## src/logic/dsap_pkg.sv

```systemverilog
// dsap_pkg: register indexes, field positions, reset values, types and helpers
// assumes a 32-bit apb slave decoding paddr[11:2] as the word index
package dsap_pkg;
  localparam int NCH = 4;
  // word indexes; byte address is four times the index, low ten bits decoded
  localparam logic [31:0] IDX_SRC_HI [NCH] = '{32'hfffff082, 32'hfffff08a, 32'hfffff092,
                                                32'hfffff09a};
  localparam logic [31:0] IDX_SRC_LO [NCH] = '{32'hfffff080, 32'hfffff088, 32'hfffff090,
                                                32'hfffff098};
  localparam logic [31:0] IDX_CTRL [NCH] = '{32'h00000000, 32'h00000001, 32'h00000002,
                                              32'h00000003};
  localparam logic [31:0] IDX_WORK [NCH] = '{32'h00000004, 32'h00000005, 32'h00000006,
                                              32'h00000007};
  localparam logic [31:0] IDX_STATUS = 32'h00000008;
  localparam logic [31:0] IDX_MASK = 32'h00000009;
  localparam logic [3:0] STRB_HALF = 4'h3;
  localparam int HI_SPACE_BIT = 15;
  localparam int CTRL_EN_BIT = 0;
  localparam int CTRL_INIT_BIT = 1;
  localparam int CTRL_SWTRG_BIT = 2;
  localparam int CTRL_TTYP_BIT = 3;
  localparam int CTRL_MODE_LSB = 4;
  localparam int CTRL_UNIT_LSB = 6;
  localparam int CTRL_SEL_LSB = 8;
  localparam int CTRL_CNT_LSB = 16;
  localparam int ST_ERR_LSB = 4;
  localparam logic [15:0] HALF_RST = 16'h0000;
  localparam logic [7:0] STAT_RST = 8'h00;
  localparam logic [3:0] PIN_RST = 4'hf;

  typedef enum logic [1:0] {MODE_SINGLE = 2'b00, MODE_STEP = 2'b01, MODE_BLOCK = 2'b10,
                            MODE_RSVD = 2'b11} dsap_mode_t;
  typedef enum logic [1:0] {SEL_PERIPH = 2'b00, SEL_PIN = 2'b01, SEL_SW = 2'b10,
                            SEL_USB = 2'b11} dsap_sel_t;
  typedef enum logic [1:0] {ST_IDLE = 2'b00, ST_SRC = 2'b01, ST_DST = 2'b10} dsap_state_t;

  typedef struct packed {
    logic [15:0] count;
    dsap_sel_t sel;
    logic [1:0] unit;
    dsap_mode_t mode;
    logic ttyp;
    logic en;
  } dsap_ctrl_t;

  typedef struct packed {
    logic valid;
    logic write;
    logic flyby;
    logic data_ram;
    logic [1:0] unit;
    logic [1:0] chan;
    logic [27:0] addr;
  } dsap_beat_t;

  localparam dsap_ctrl_t CTRL_RST = '{count: 16'h0000, sel: SEL_PERIPH, unit: 2'h0,
                                      mode: MODE_SINGLE, ttyp: 1'b0, en: 1'b0};

  function automatic logic [27:0] unit_bytes(input logic [1:0] unit);
    logic [27:0] r;
    r = 28'h0000004;
    if (unit == 2'h0) r = 28'h0000001;
    else if (unit == 2'h1) r = 28'h0000002;
    return r;
  endfunction

  function automatic logic idx_hit(input logic [9:0] widx, input logic [31:0] idx);
    return widx == idx[9:0];
  endfunction
endpackage

```

## src/logic/dsap_reqsync.sv

```systemverilog
// dsap_reqsync: two-flop synchroniser for the external request pins
// assumes pins idle high; the first stage feeds only the second
`timescale 1ns/10ps
module dsap_reqsync import dsap_pkg::*; (
  input wire logic pclk,
  input wire logic presetn,
  input wire logic [3:0] async_in,
  output logic [3:0] sync_out
);
  logic [3:0] meta_q;

  always_ff @(posedge pclk or negedge presetn) begin
    if (!presetn) begin
      meta_q <= PIN_RST;
      sync_out <= PIN_RST;
    end else begin
      meta_q <= async_in;
      sync_out <= meta_q;
    end
  end
endmodule // dsap_reqsync

```

## src/logic/dsap_chan.sv

```systemverilog
// dsap_chan: working (slave) source address and unit counter of one channel
// assumes the master copy lives in the register file and load pulses are one cycle
`timescale 1ns/10ps
module dsap_chan import dsap_pkg::*; (
  input wire logic pclk,
  input wire logic presetn,
  input wire logic [27:0] mst_addr,
  input wire logic mst_ram,
  input wire logic [15:0] cnt_init,
  input wire logic [1:0] unit,
  input wire logic init_p,
  input wire logic beat_done,
  output logic [27:0] slv_addr_q,
  output logic slv_ram_q,
  output logic [15:0] remain_q,
  output logic last,
  output logic tc
);
  logic load;
  logic [27:0] slv_addr_d;
  logic [15:0] remain_d;

  assign last = remain_q == 16'h0000;
  assign tc = beat_done & last;
  // master reaches the slave only on normal end or init
  assign load = init_p | tc;
  assign slv_addr_d = load ? mst_addr :
                      beat_done ? slv_addr_q + unit_bytes(unit) : slv_addr_q;
  // count holds units minus one, so 16 bits give 65536 units
  assign remain_d = load ? cnt_init : beat_done ? remain_q - 16'h0001 : remain_q;

  always_ff @(posedge pclk or negedge presetn) begin
    if (!presetn) begin
      slv_addr_q <= 28'h0000000;
      slv_ram_q <= 1'b0;
      remain_q <= 16'h0000;
    end else begin
      slv_addr_q <= slv_addr_d;
      slv_ram_q <= load ? mst_ram : slv_ram_q;
      remain_q <= remain_d;
    end
  end
endmodule // dsap_chan

```

## src/logic/dsap_top.sv

```systemverilog
// dsap_top: four-channel source address path with apb registers and beat engine
// assumes an apb4 master on pclk and a system bus that accepts beats on bus_ready
// Functional notes
// - four channels, each with own address, requests and end indication.
// - transfer unit of 8, 16 or 32 bits steps the address.
// - one programming runs up to 65536 units.
// - flyby is one bus beat; two-cycle is a read beat then a write beat.
// - requests come from peripherals, request pins, software or usb.
// - usb requests are ignored in block mode.
// - instruction ram is never read as a source.
// - a per-channel end pulse marks a finished transfer.
// - 28-bit source address in upper and lower 16-bit halves.
// - master copy written by software, working slave copy used by transfers.
// - slave reloads from master only on normal end or init bit.
// - writes after disabling do not reach the slave by themselves.
// - flyby puts the source address on the bus; destination is ignored.
// - half-registers take only 16-bit accesses.
// - lower half holds bits 15 to 0, the next or flyby address.
`timescale 1ns/10ps
module dsap_top import dsap_pkg::*; #(
  parameter logic [27:0] IRAM_BASE = 28'h0000000,
  parameter logic [27:0] IRAM_LAST = 28'h00fffff
) (
  input wire logic pclk,
  input wire logic presetn,
  input wire logic psel,
  input wire logic penable,
  input wire logic pwrite,
  input wire logic [11:0] paddr,
  input wire logic [31:0] pwdata,
  input wire logic [3:0] pstrb,
  output logic [31:0] prdata,
  output logic pready,
  output logic pslverr,
  input wire logic [3:0] periph_req,
  input wire logic [3:0] usb_req,
  input wire logic [3:0] external_request_pin_n,
  output dsap_beat_t bus_beat,
  input wire logic bus_ready,
  output logic [3:0] transfer_end_outputs,
  output logic irq
);

  function automatic logic in_iram(input logic ram, input logic [27:0] a);
    return !ram && a >= IRAM_BASE && a <= IRAM_LAST;
  endfunction

  // apb decode
  logic [9:0] widx;
  logic acc;
  logic wr_ok;
  logic [3:0] hit_hi;
  logic [3:0] hit_lo;
  logic [3:0] hit_ctrl;
  logic [3:0] hit_work;
  logic hit_st;
  logic hit_mk;
  logic half_hit;
  logic bad_strb;
  logic mapped;
  logic [31:0] rd_mux;
  logic [31:0] prdata_q;

  // channel state
  dsap_ctrl_t ctrl_q [NCH];
  logic [15:0] mhi_q [NCH];
  logic [15:0] mlo_q [NCH];
  logic [27:0] slv_addr [NCH];
  logic slv_ram [NCH];
  logic [15:0] remain [NCH];
  logic [3:0] last;
  logic [3:0] tc;
  logic [3:0] init_p;
  logic [3:0] sw_p;
  logic [3:0] req_ev;
  logic [3:0] pend_q;
  logic [3:0] pend_clr;
  logic [3:0] iram_bad;
  logic [3:0] ready;
  logic [3:0] done_vec;
  logic [3:0] pin_sync;
  logic [3:0] pin_prev_q;
  logic [3:0] pin_fall;

  // engine and status
  dsap_state_t state_q;
  dsap_state_t state_d;
  dsap_beat_t beat_q;
  dsap_beat_t beat_d;
  logic [1:0] pick;
  logic any_ready;
  logic unit_done;
  logic [7:0] stat_q;
  logic [7:0] mask_q;
  logic [7:0] w1c;
  logic [3:0] tend_q;

  assign widx = paddr[11:2];
  assign acc = psel & penable;
  assign hit_st = idx_hit(widx, IDX_STATUS);
  assign hit_mk = idx_hit(widx, IDX_MASK);
  assign half_hit = |{hit_hi, hit_lo};
  // half-registers refuse any write whose strobe is not exactly the low two byte lanes
  assign bad_strb = pwrite & half_hit & (pstrb != STRB_HALF);
  assign mapped = |{hit_hi, hit_lo, hit_ctrl, hit_work, hit_st, hit_mk};
  assign pslverr = acc & (~mapped | bad_strb);
  assign pready = 1'b1;
  assign wr_ok = acc & pwrite & ~pslverr;
  assign prdata = prdata_q;

  // read data is latched in the setup phase so the access phase sees a flop
  always_comb begin
    rd_mux = 32'h00000000;
    for (int i = 0; i < NCH; i++) begin
      if (hit_hi[i]) rd_mux = {16'h0000, mhi_q[i]};
      if (hit_lo[i]) rd_mux = {16'h0000, mlo_q[i]};
      if (hit_ctrl[i]) rd_mux = {ctrl_q[i].count, 6'h00, ctrl_q[i].sel, ctrl_q[i].unit,
                                 ctrl_q[i].mode, ctrl_q[i].ttyp, 2'h0, ctrl_q[i].en};
      if (hit_work[i]) rd_mux = {slv_ram[i], 3'h0, slv_addr[i]};
    end
    if (hit_st) rd_mux = {24'h000000, stat_q};
    if (hit_mk) rd_mux = {24'h000000, mask_q};
  end

  always_ff @(posedge pclk or negedge presetn) begin
    if (!presetn) prdata_q <= 32'h00000000;
    else if (psel & ~penable) prdata_q <= rd_mux;
  end

  // request pins are asynchronous and active low
  dsap_reqsync u_sync (
    .pclk(pclk),
    .presetn(presetn),
    .async_in(external_request_pin_n),
    .sync_out(pin_sync)
  );

  always_ff @(posedge pclk or negedge presetn) begin
    if (!presetn) pin_prev_q <= PIN_RST;
    else pin_prev_q <= pin_sync;
  end
  assign pin_fall = pin_prev_q & ~pin_sync;

  for (genvar c = 0; c < NCH; c++) begin : g_ch
    logic wr_ctrl;
    logic [15:0] cnt_load;
    assign hit_hi[c] = idx_hit(widx, IDX_SRC_HI[c]);
    assign hit_lo[c] = idx_hit(widx, IDX_SRC_LO[c]);
    assign hit_ctrl[c] = idx_hit(widx, IDX_CTRL[c]);
    assign hit_work[c] = idx_hit(widx, IDX_WORK[c]);
    assign wr_ctrl = wr_ok & hit_ctrl[c];
    assign init_p[c] = wr_ctrl & pwdata[CTRL_INIT_BIT];
    assign sw_p[c] = wr_ctrl & pwdata[CTRL_SWTRG_BIT];
    // init takes the count written with it, not the stale stored one
    assign cnt_load = init_p[c] ? pwdata[CTRL_CNT_LSB +: 16] : ctrl_q[c].count;

    // master halves; reserved upper bits 14 to 12 are not stored
    always_ff @(posedge pclk or negedge presetn) begin
      if (!presetn) begin
        mhi_q[c] <= HALF_RST;
        mlo_q[c] <= HALF_RST;
      end else begin
        if (wr_ok & hit_hi[c]) mhi_q[c] <= {pwdata[15], 3'h0, pwdata[11:0]};
        if (wr_ok & hit_lo[c]) mlo_q[c] <= pwdata[15:0];
      end
    end

    // hardware drops enable at end or on a forbidden source
    always_ff @(posedge pclk or negedge presetn) begin
      if (!presetn) ctrl_q[c] <= CTRL_RST;
      else if (wr_ctrl) ctrl_q[c] <= '{count: pwdata[31:16],
                                       sel: dsap_sel_t'(pwdata[CTRL_SEL_LSB +: 2]),
                                       unit: pwdata[CTRL_UNIT_LSB +: 2],
                                       mode: dsap_mode_t'(pwdata[CTRL_MODE_LSB +: 2]),
                                       ttyp: pwdata[CTRL_TTYP_BIT],
                                       en: pwdata[CTRL_EN_BIT]};
      else if (tc[c] | iram_bad[c]) ctrl_q[c].en <= 1'b0;
    end

    // slave copy reloads only on init or normal end and steps per unit, never moves on a plain write
    dsap_chan u_chan (
      .pclk(pclk),
      .presetn(presetn),
      .mst_addr({mhi_q[c][11:0], mlo_q[c]}),
      .mst_ram(mhi_q[c][HI_SPACE_BIT]),
      .cnt_init(cnt_load),
      .unit(ctrl_q[c].unit),
      .init_p(init_p[c]),
      .beat_done(done_vec[c]),
      .slv_addr_q(slv_addr[c]),
      .slv_ram_q(slv_ram[c]),
      .remain_q(remain[c]),
      .last(last[c]),
      .tc(tc[c])
    );

    assign req_ev[c] = ctrl_q[c].en & (
      (ctrl_q[c].sel == SEL_PERIPH & periph_req[c]) |
      (ctrl_q[c].sel == SEL_PIN & pin_fall[c]) |
      (ctrl_q[c].sel == SEL_SW & sw_p[c]) |
      (ctrl_q[c].sel == SEL_USB & usb_req[c] & ctrl_q[c].mode != MODE_BLOCK));
    assign done_vec[c] = unit_done & (beat_q.chan == 2'(c));
    assign pend_clr[c] = done_vec[c] & (ctrl_q[c].mode != MODE_BLOCK | last[c]);
    // a source in instruction ram is refused before any beat is issued
    assign iram_bad[c] = pend_q[c] & ctrl_q[c].en & (state_q == ST_IDLE) &
                         in_iram(slv_ram[c], slv_addr[c]);
    assign ready[c] = pend_q[c] & ctrl_q[c].en & ~in_iram(slv_ram[c], slv_addr[c]);

    // a new request in the clearing cycle is kept
    always_ff @(posedge pclk or negedge presetn) begin
      if (!presetn) pend_q[c] <= 1'b0;
      else pend_q[c] <= ctrl_q[c].en & ~iram_bad[c] & (req_ev[c] | (pend_q[c] & ~pend_clr[c]));
    end

  end

  // fixed priority, channel 0 first
  assign pick = ready[0] ? 2'd0 : ready[1] ? 2'd1 : ready[2] ? 2'd2 : 2'd3;
  assign any_ready = |ready;
  assign unit_done = bus_ready & ((state_q == ST_SRC & beat_q.flyby) | state_q == ST_DST);

  always_comb begin
    state_d = state_q;
    beat_d = beat_q;
    unique case (state_q)
      ST_IDLE: begin
        if (any_ready) begin
          state_d = ST_SRC;
          // flyby drives the source address as the external memory address
          beat_d = '{valid: 1'b1, write: 1'b0, flyby: ctrl_q[pick].ttyp,
                     data_ram: slv_ram[pick], unit: ctrl_q[pick].unit, chan: pick,
                     addr: slv_addr[pick]};
        end
      end
      ST_SRC: begin
        if (bus_ready & beat_q.flyby) begin
          state_d = ST_IDLE;
          beat_d.valid = 1'b0;
        end else if (bus_ready) begin
          // write half of a two-cycle unit; its address comes from elsewhere
          state_d = ST_DST;
          beat_d.write = 1'b1;
          beat_d.addr = 28'h0000000;
        end
      end
      ST_DST: begin
        if (bus_ready) begin
          state_d = ST_IDLE;
          beat_d.valid = 1'b0;
        end
      end
      default: begin
        state_d = ST_IDLE;
        beat_d.valid = 1'b0;
      end
    endcase
  end

  always_ff @(posedge pclk or negedge presetn) begin
    if (!presetn) begin
      state_q <= ST_IDLE;
      beat_q <= '0;
    end else begin
      state_q <= state_d;
      beat_q <= beat_d;
    end
  end
  assign bus_beat = beat_q;

  // sticky status, set beats write-one-to-clear
  assign w1c = (wr_ok & hit_st) ? pwdata[7:0] : 8'h00;
  always_ff @(posedge pclk or negedge presetn) begin
    if (!presetn) begin
      stat_q <= STAT_RST;
      mask_q <= STAT_RST;
      tend_q <= 4'h0;
    end else begin
      stat_q <= {iram_bad, tc} | (stat_q & ~w1c);
      if (wr_ok & hit_mk) mask_q <= pwdata[7:0];
      tend_q <= tc;
    end
  end
  assign transfer_end_outputs = tend_q;
  assign irq = |(stat_q & mask_q);
endmodule // dsap_top

```

## config.mk

```make
export PLATFORM = sky130hd
export DESIGN_NAME = dsap_top
export DESIGN_NICKNAME = d
export VERILOG_FILES = /design/src/logic/dsap_pkg.sv /design/src/logic/dsap_reqsync.sv /design/src/logic/dsap_chan.sv /design/src/logic/dsap_top.sv
export SDC_FILE = /design/constraint.sdc
export NUM_CORES = 1
export LEC_CHECK = 0
export ABC_AREA = 1
export BUFFER_PORTS_ARGS = -buffer_cell sky130_fd_sc_hd__buf_2
export CELL_PAD_IN_SITES_DETAIL_PLACEMENT = 0
export CELL_PAD_IN_SITES_GLOBAL_PLACEMENT = 1
export CORE_UTILIZATION = 42
export CTS_BUF_LIST = sky130_fd_sc_hd__clkbuf_16
export DETAILED_ROUTE_END_ITERATION = 7
export GPL_TIMING_DRIVEN = 0
export HOLD_SLACK_MARGIN = 0.12
export MAX_ROUTING_LAYER = met4
export PLACE_DENSITY = 0.89
export SYNTH_ARGS = -nofsm -noshare
export SYNTH_HDL_FRONTEND = slang
export SYNTH_SLANG_ARGS = --single-unit
```

## constraint.sdc

```tcl
create_clock -name pclk -period 3 [get_ports pclk]
set_input_delay 0.3 -clock pclk [delete_from_list [all_inputs] [get_ports pclk]]
set_output_delay 0.3 -clock pclk [all_outputs]
set_load 0.05 [all_outputs]
```

Word level (Yosys, flattened, before mapping)
Index checks and enable logic that the tools add are counted.
{"block": "totals", "in_bits": 66, "output_inout_bits": 75, "rom_bits": 0, "regBits": 498, "ramBits": 0, "latch_bits": 0, "word_cells": 403, "mem_count": 0}
{"block": "classes", "bitwise": 148, "mux": 82, "div_mod_pow": 0, "magnitude_cmp": 9, "shift": 0, "addsub": 8, "n_eq_ne": 49, "reduce_logical": 44, "n_mul": 0}
{"op": "32-bit 2-to-1 mux", "n": 16}
{"op": "28-bit 2-to-1 mux", "n": 12}
{"op": "16-bit 2-to-1 mux", "n": 14}
{"op": "28-bit by 3-bit adder with 28-bit output", "n": 4}
{"op": "28-bit by 1-bit >= comparator with 1-bit output (second input constant)", "n": 4}
{"op": "28-bit by 20-bit <= comparator with 1-bit output (second input constant)", "n": 4}
{"op": "1-bit bitwise AND", "n": 96}
{"op": "10-bit by 8-bit == test with 1-bit output (second input constant)", "n": 8}
{"op": "16-bit zero test", "n": 4}
{"op": "16-bit by 1-bit subtractor with 16-bit output (second input constant)", "n": 4}
{"op": "28-bit binary-select mux with 2-bit select", "n": 1}
{"op": "28-bit one-hot mux with 2 select lines", "n": 1}
{"op": "24-bit binary-select mux with 2-bit select", "n": 1}
{"op": "10-bit by 3-bit == test with 1-bit output (second input constant)", "n": 4}
{"op": "36-bit 2-to-1 mux", "n": 1}
{"op": "1-bit bitwise OR", "n": 30}
{"op": "3-bit 2-to-1 mux", "n": 8}
{"op": "2-bit == test (second input constant)", "n": 11}
{"op": "10-bit by 2-bit == test with 1-bit output (second input constant)", "n": 2}
{"op": "10-bit by 4-bit == test with 1-bit output (second input constant)", "n": 2}
{"op": "2-bit by 1-bit == test with 1-bit output (second input constant)", "n": 10}
{"op": "2-bit zero test", "n": 10}
{"op": "2-bit nonzero test", "n": 9}
{"op": "18-bit OR reduction", "n": 1}
{"op": "29 further kinds", "n": 83}

Logic depth before layout (Yosys ltp)
{"block": "logic_depth", "ltp_word": 19, "mapped_depth": 19, "depth_no_buf": 18}

Cells and area by module
Synthesis repeated with hierarchy kept, for this count alone.
{"block": "unflattened", "hier_cells": 4632, "hier_area_um2": 31209.9}
{"module": "dsap_top", "instances": 1, "seq_area_each_um2": 7762.4, "cells_per_inst": 2124, "area_per_inst_um2": 16465.8}
{"module": "dsap_chan", "instances": 4, "seq_area_each_um2": 1126.1, "cells_per_inst": 625, "area_per_inst_um2": 3633.5}
{"module": "dsap_reqsync", "instances": 1, "seq_area_each_um2": 210.2, "cells_per_inst": 8, "area_per_inst_um2": 210.2}

Worst setup path before layout
No wires, ideal clock.
{"block": "synth_path", "path_type": "register -> register", "start": "register ctrl_q[29] (netlist bit)", "end": "register g_ch[2].u_chan.slv_addr_q[24]", "path_stages_with_launch": 17, "setup_time_ns": 0.131, "arrival_time_ns": 2.803, "required_ns": 2.869, "path_buffers": 0, "setup_slack_ns": 0.066, "path_cell_list": "dfrtp_1 > nor2_1 > ha_1 > inv_1 > fa_1 > or2_2 > a21oi_1 > nand2_1 > nor2_1 > nand3_1 > nor2_1 > nand3_1 > nor2_1 > nand2_1 > xor2_1 > o21ai_0 > o21ai_1"}
{"block": "synth_between", "elab_chain_len": 6}
{"element": "from (decl)", "line_no": "dsap_top.sv:65", "rtl": "dsap_ctrl_t ctrl_q [NCH];"}
{"element": "from (signal, indexed assignment)", "line_no": "dsap_top.sv:171", "rtl": "else if (wr_ctrl) ctrl_q[c] <= '{count: pwdata[31:16],"}
{"element": "2-bit by 1-bit == test with 1-bit output", "line_no": "dsap_pkg.sv:63", "rtl": "else if (unit == 2'h1) r = 28'h0000002;"}
{"element": "3-bit 2-to-1 mux", "line_no": "dsap_pkg.sv:63"}
{"element": "3-bit 2-to-1 mux *", "line_no": "dsap_pkg.sv:62", "rtl": "if (unit == 2'h0) r = 28'h0000001;"}
{"element": "28-bit by 3-bit adder with 28-bit output *", "line_no": "dsap_chan.sv:28", "rtl": "beat_done ? slv_addr_q + unit_bytes(unit) : slv_addr_q;"}
{"element": "28-bit 2-to-1 mux *", "line_no": "dsap_chan.sv:28"}
{"element": "28-bit 2-to-1 mux *", "line_no": "dsap_chan.sv:27", "rtl": "assign slv_addr_d = load ? mst_addr :"}
{"element": "to (signal assigned)", "line_no": "dsap_chan.sv:38", "rtl": "slv_addr_q <= slv_addr_d;"}
{"element": "to (decl)", "line_no": "dsap_chan.sv:13", "rtl": "output logic [27:0] slv_addr_q,"}
Mark *: on every way between the ends. The rest lies on a longest branch, timed or not. The select of a mux whose other input is x is not followed.
A chain may end at the register's enable or synchronous reset.

Worst setup path in the final report
{"block": "layout_path", "start": "input paddr[6]", "end": "register prdata_q[16], in the netlist prdata[16]"}
{"block": "layout_between", "elab_chain_len": 17}
{"element": "from (decl)", "line_no": "dsap_top.sv:29", "rtl": "input wire logic [11:0] paddr,"}
{"element": "10-bit zero test", "line_no": "dsap_pkg.sv:68", "rtl": "return widx == idx[9:0];"}
{"element": "32-bit 2-to-1 mux", "line_no": "dsap_top.sv:117", "rtl": "if (hit_ctrl[i]) rd_mux = {ctrl_q[i].count, 6'h00, ctrl_q[i].sel, ctrl_q[i].unit,"}
{"element": "32-bit 2-to-1 mux", "line_no": "dsap_top.sv:119", "rtl": "if (hit_work[i]) rd_mux = {slv_ram[i], 3'h0, slv_addr[i]};"}
{"element": "32-bit 2-to-1 mux", "line_no": "dsap_top.sv:115", "rtl": "if (hit_hi[i]) rd_mux = {16'h0000, mhi_q[i]};"}
{"element": "32-bit 2-to-1 mux", "line_no": "dsap_top.sv:116", "rtl": "if (hit_lo[i]) rd_mux = {16'h0000, mlo_q[i]};"}
{"element": "32-bit 2-to-1 mux", "line_no": "dsap_top.sv:117"}
{"element": "32-bit 2-to-1 mux", "line_no": "dsap_top.sv:119"}
{"element": "32-bit 2-to-1 mux", "line_no": "dsap_top.sv:115"}
{"element": "32-bit 2-to-1 mux", "line_no": "dsap_top.sv:116"}
{"element": "32-bit 2-to-1 mux", "line_no": "dsap_top.sv:117"}
{"element": "32-bit 2-to-1 mux", "line_no": "dsap_top.sv:119"}
{"element": "32-bit 2-to-1 mux", "line_no": "dsap_top.sv:115"}
{"element": "32-bit 2-to-1 mux", "line_no": "dsap_top.sv:116"}
{"element": "32-bit 2-to-1 mux", "line_no": "dsap_top.sv:117"}
{"element": "32-bit 2-to-1 mux", "line_no": "dsap_top.sv:119"}
{"element": "32-bit 2-to-1 mux", "line_no": "dsap_top.sv:121", "rtl": "if (hit_st) rd_mux = {24'h000000, stat_q};"}
{"element": "32-bit 2-to-1 mux *", "line_no": "dsap_top.sv:122", "rtl": "if (hit_mk) rd_mux = {24'h000000, mask_q};"}
{"element": "to (signal assigned)", "line_no": "dsap_top.sv:127", "rtl": "else if (psel & ~penable) prdata_q <= rd_mux;"}
{"element": "to (decl)", "line_no": "dsap_top.sv:62", "rtl": "logic [31:0] prdata_q;"}
Mark *: on every way between the ends. The rest lies on a longest branch, timed or not.

==> metrics.yaml <==
outcome: "complete, but fails checks"
violations: "negative setup slack"
cts_made_buffers: 59
rsz0062_at_grt: "true"
area_growth_pct: 19.1
die_h_um: 264
power_frac_comb_pct: 7.1
period_share_pct: 102
p_seq_share_pct: 45.7
netlist_area_mm2: 0.0288
setup_violations: 8
h-tree-depth: 2
wl_um: 138000
dpl_worst_slack_ns: -1.09
synth.area.top_cells: "dfrtp_1 (42%), nand2_1 (13%), o21ai_0 (8.5%)"
worstSetupPathType: "input port to flop"
grt_usage_pct: 40.0
endpoint_kind: "flop"
coreArea_mm2: 0.0675
r2r-end: "bus_beat[14]"
ios: 141
p_total_mw: 15.3
worst_pin_slew_ns: 1.43
synth_flop_cell: "dfrtp_1"
cp_max_fo: 17
hold_slack_ns: 0.160
viasPerCell: 5.94
dp_hpwl_um: 105000
die-area_mm2: 0.0697
reg2reg_depth: 9
overflow: 0
ys_types: 62
hold_class: "input port to flop"
synthCells: 3850
synth_area_leader_cell: "dfrtp_1"
drc: 0
hp-start: "pwdata[17]"
yosys_warnings: 0
initial_core_util_pct: 42.7
worst_slew_margin_rel_pct: 4.43
vias: 30100
synth_edf_count: 0
ys_ff_latch: 498
power_density_mw_per_mm2: 444
whs_path_depth: 3
intPower_mw: 11.1
antenna_found_initial: 8
p_sw_share_pct: 27.0
drtPass1Iterations: 6
design_area_mm2: 0.0343
drt_iter0_drc: 4035
grt_pass1_vias: 27800
cts_sinks: 498
hold-path-endpoint: "g_ch[3].u_chan.remain_q[1]"
ys_seq_area_share_pct: 43.3
fmax_mhz: 326
drv_slew: 0
synthArstFlopShare_pct: 100
power.switching_mw: 4.11
fin_crit_ns: 3.07
insertion_delay_ns: 0.65
setup_slack_ns: -0.0703
fin_tns_setup_ns: -0.280
synth_common_cells: "nand2_1 (1035), o21ai_0 (492), dfrtp_1 (486)"
grt_pass1_wl_um: 196000
clock-root-buffer: "clkbuf_16"
cp-start-kind: "input port"
place_area_mm2: 0.0308
fp.dieW_um: 264
max_cap_viol_count: 0
syn_area_per_cell_um2: 7.49
clk_path_buf_depth: 3
p_clk_share_pct: 47.2
hold_violations: 0
port_buffers: 136
vdd_drop_max_mv: 0.436
clk_pin_slew_worst_paths_ns: 0.06
nets: 4233
fin_skew_ns: 0.0269
synth.top_cell.area_share_pct: 42.2
syn_nets: 3936
cts_tree: "done"
drive_gt1_share_pct: 15.4
synth.most_common_cell: "nand2_1"
reg2reg_slack_ns: -0.07
grt_max_degree: 114
rr_startpoint: "g_ch[2].u_chan.slv_addr_q[20]"
cp.required_ns: 3.58
arrival_ns: 3.65
gp_congestion: 1.07
post_drt_wl_per_cell_um: 27.1
power_leakage_nw: 15.8
num_rows: 95
ant_nets: 0
through the flow:
step	std cells	utilization (%)
after floorplan	3850	-
after global placement	4859	45.4
after global routing	5073	50.9
after detailed placement	4866	45.6
after CTS	5043	50.1
final	5074	50.9
state kept, by name (all words and copies together), names as in the netlist, 8 cells and up:
register,flops
g_ch.u_chan.slv_addr_q,112
ctrl_q,96
g_ch.u_chan.remain_q,64
mlo_q,64
mhi_q,52
bus_beat,36
prdata,32
mask_q,8
stat_q,8
how the worst max path moves through the flow:
stage / start / endpoint / slack [ns] / depth (start not counted)
after CTS: g_ch[2].u_chan.slv_addr_q[20] / bus_beat[31] / -0.02 / 12
after floorplan: ctrl_q[29] / g_ch[2].u_chan.slv_addr_q[24] / 0.07 / 16
after detailed placement: paddr[5] / prdata[24] / -1.09 / 15
after global routing: ctrl_q[4] / g_ch[3].u_chan.slv_addr_q[24] / -0.04 / 16
after global placement: presetn / g_ch[3].u_chan.remain_q[2] / -9.25 / 1
final: paddr[6] / prdata[16] / -0.07 / 14
cell usage in the layout (no fill, tap or decap), drive strengths merged, types with 3 or more instances in the layout:
master	netlist	routed
nand3b	6	6
o2111ai	7	7
a221oi	19	19
o31ai	12	12
ha	16	16
o211ai	12	12
nor4	20	20
clkinv	6	37
dfrtp	486	486
nand2	1062	1062
or2	18	18
o32ai	22	22
bufinv	0	5
dlygate4sd3	0	30
a32o	17	17
a31oi	4	4
nor3	68	68
clkinvlp	0	5
o22ai	21	21
a22o	4	4
nor3b	3	3
dfstp	12	12
o21ai	624	624
buf	93	299
nand3	151	151
clkbuf	92	152
xor2	108	108
nand4	85	85
nor2	325	325
xnor2	21	21
inv	367	376
diode	0	5
a21oi	151	151
fa	4	4
layout make-up:
type	count	area, µm²
fill	6723	33200
multi-input combinational	2794	14900
sequential	498	12500
timing repair buffer	238	1640
clock buffer	60	1500
inverter	373	1420
tap	873	1090
buffer	183	988
clock inverter	50	355
antenna	5	12.5
critical path, cell delays in order:
cell and delay (ns):
buf_2 0.13, nor2_2 0.15, nand2_4 0.16, nor2_4 0.13, nand2_1 0.15, nor2_1 0.53
inv_1 0.50, o21ai_0 0.83, a21oi_1 0.13, o21ai_0 0.12, a21oi_1 0.15, o21ai_0 0.21
nand2_1 0.08, nand2_1 0.07
repair_timing:
item	in CTS	in global routing
hold buffers	30	0
pin swaps	26	40
resized for setup	139	107
setup endpoints to repair	178	167
buffers inserted	37	29
gates cloned	0	0
endpoints found under the hold margin	122	0
layer usage:
layer  part of all wire (%)  up-vias  track usage [%]
met1                     42    14600             55.4
met3                     12      323             8.42
li1                       -    13300                -
met2                     40     1832             53.5
met5                      0        -                -
met4                    6.9        0             23.5
kinds of logic (layout without fill, tap and decap cells):
| family | count (synthesis) | count (layout) | synth area share (%) |
|---|---|---|---|
| AOI/OAI and AO/OA | 904 | 904 | 17.1 |
| adders and majority gates | 20 | 20 | 0.972 |
| DFF | 498 | 498 | 43.3 |
| and+or+nand+nor | 1740 | 1740 | 26.6 |
| buffers and inverters | 558 | 904 | 8.11 |
| xor gates and xnor gates | 129 | 129 | 3.92 |
| other | 1 | 6 | 0.0130 |
power by group through the flow:
| stage | combinational [mW] | clock, mW | sequential [mW] |
|---|---|---|---|
| 3_5_place_dp | 1.01 | 0 | 7.09 |
| 4_1_cts | 1.06 | 7.17 | 6.98 |
| 2_1_floorplan | 0.433 | 0 | 7.13 |
| 6_report | 1.08 | 7.20 | 6.98 |
| 5_1_grt | 1.16 | 7.43 | 6.99 |
| 3_3_place_gp | 0.972 | 0 | 7.09 |
(Power assumes the default switching activity.)
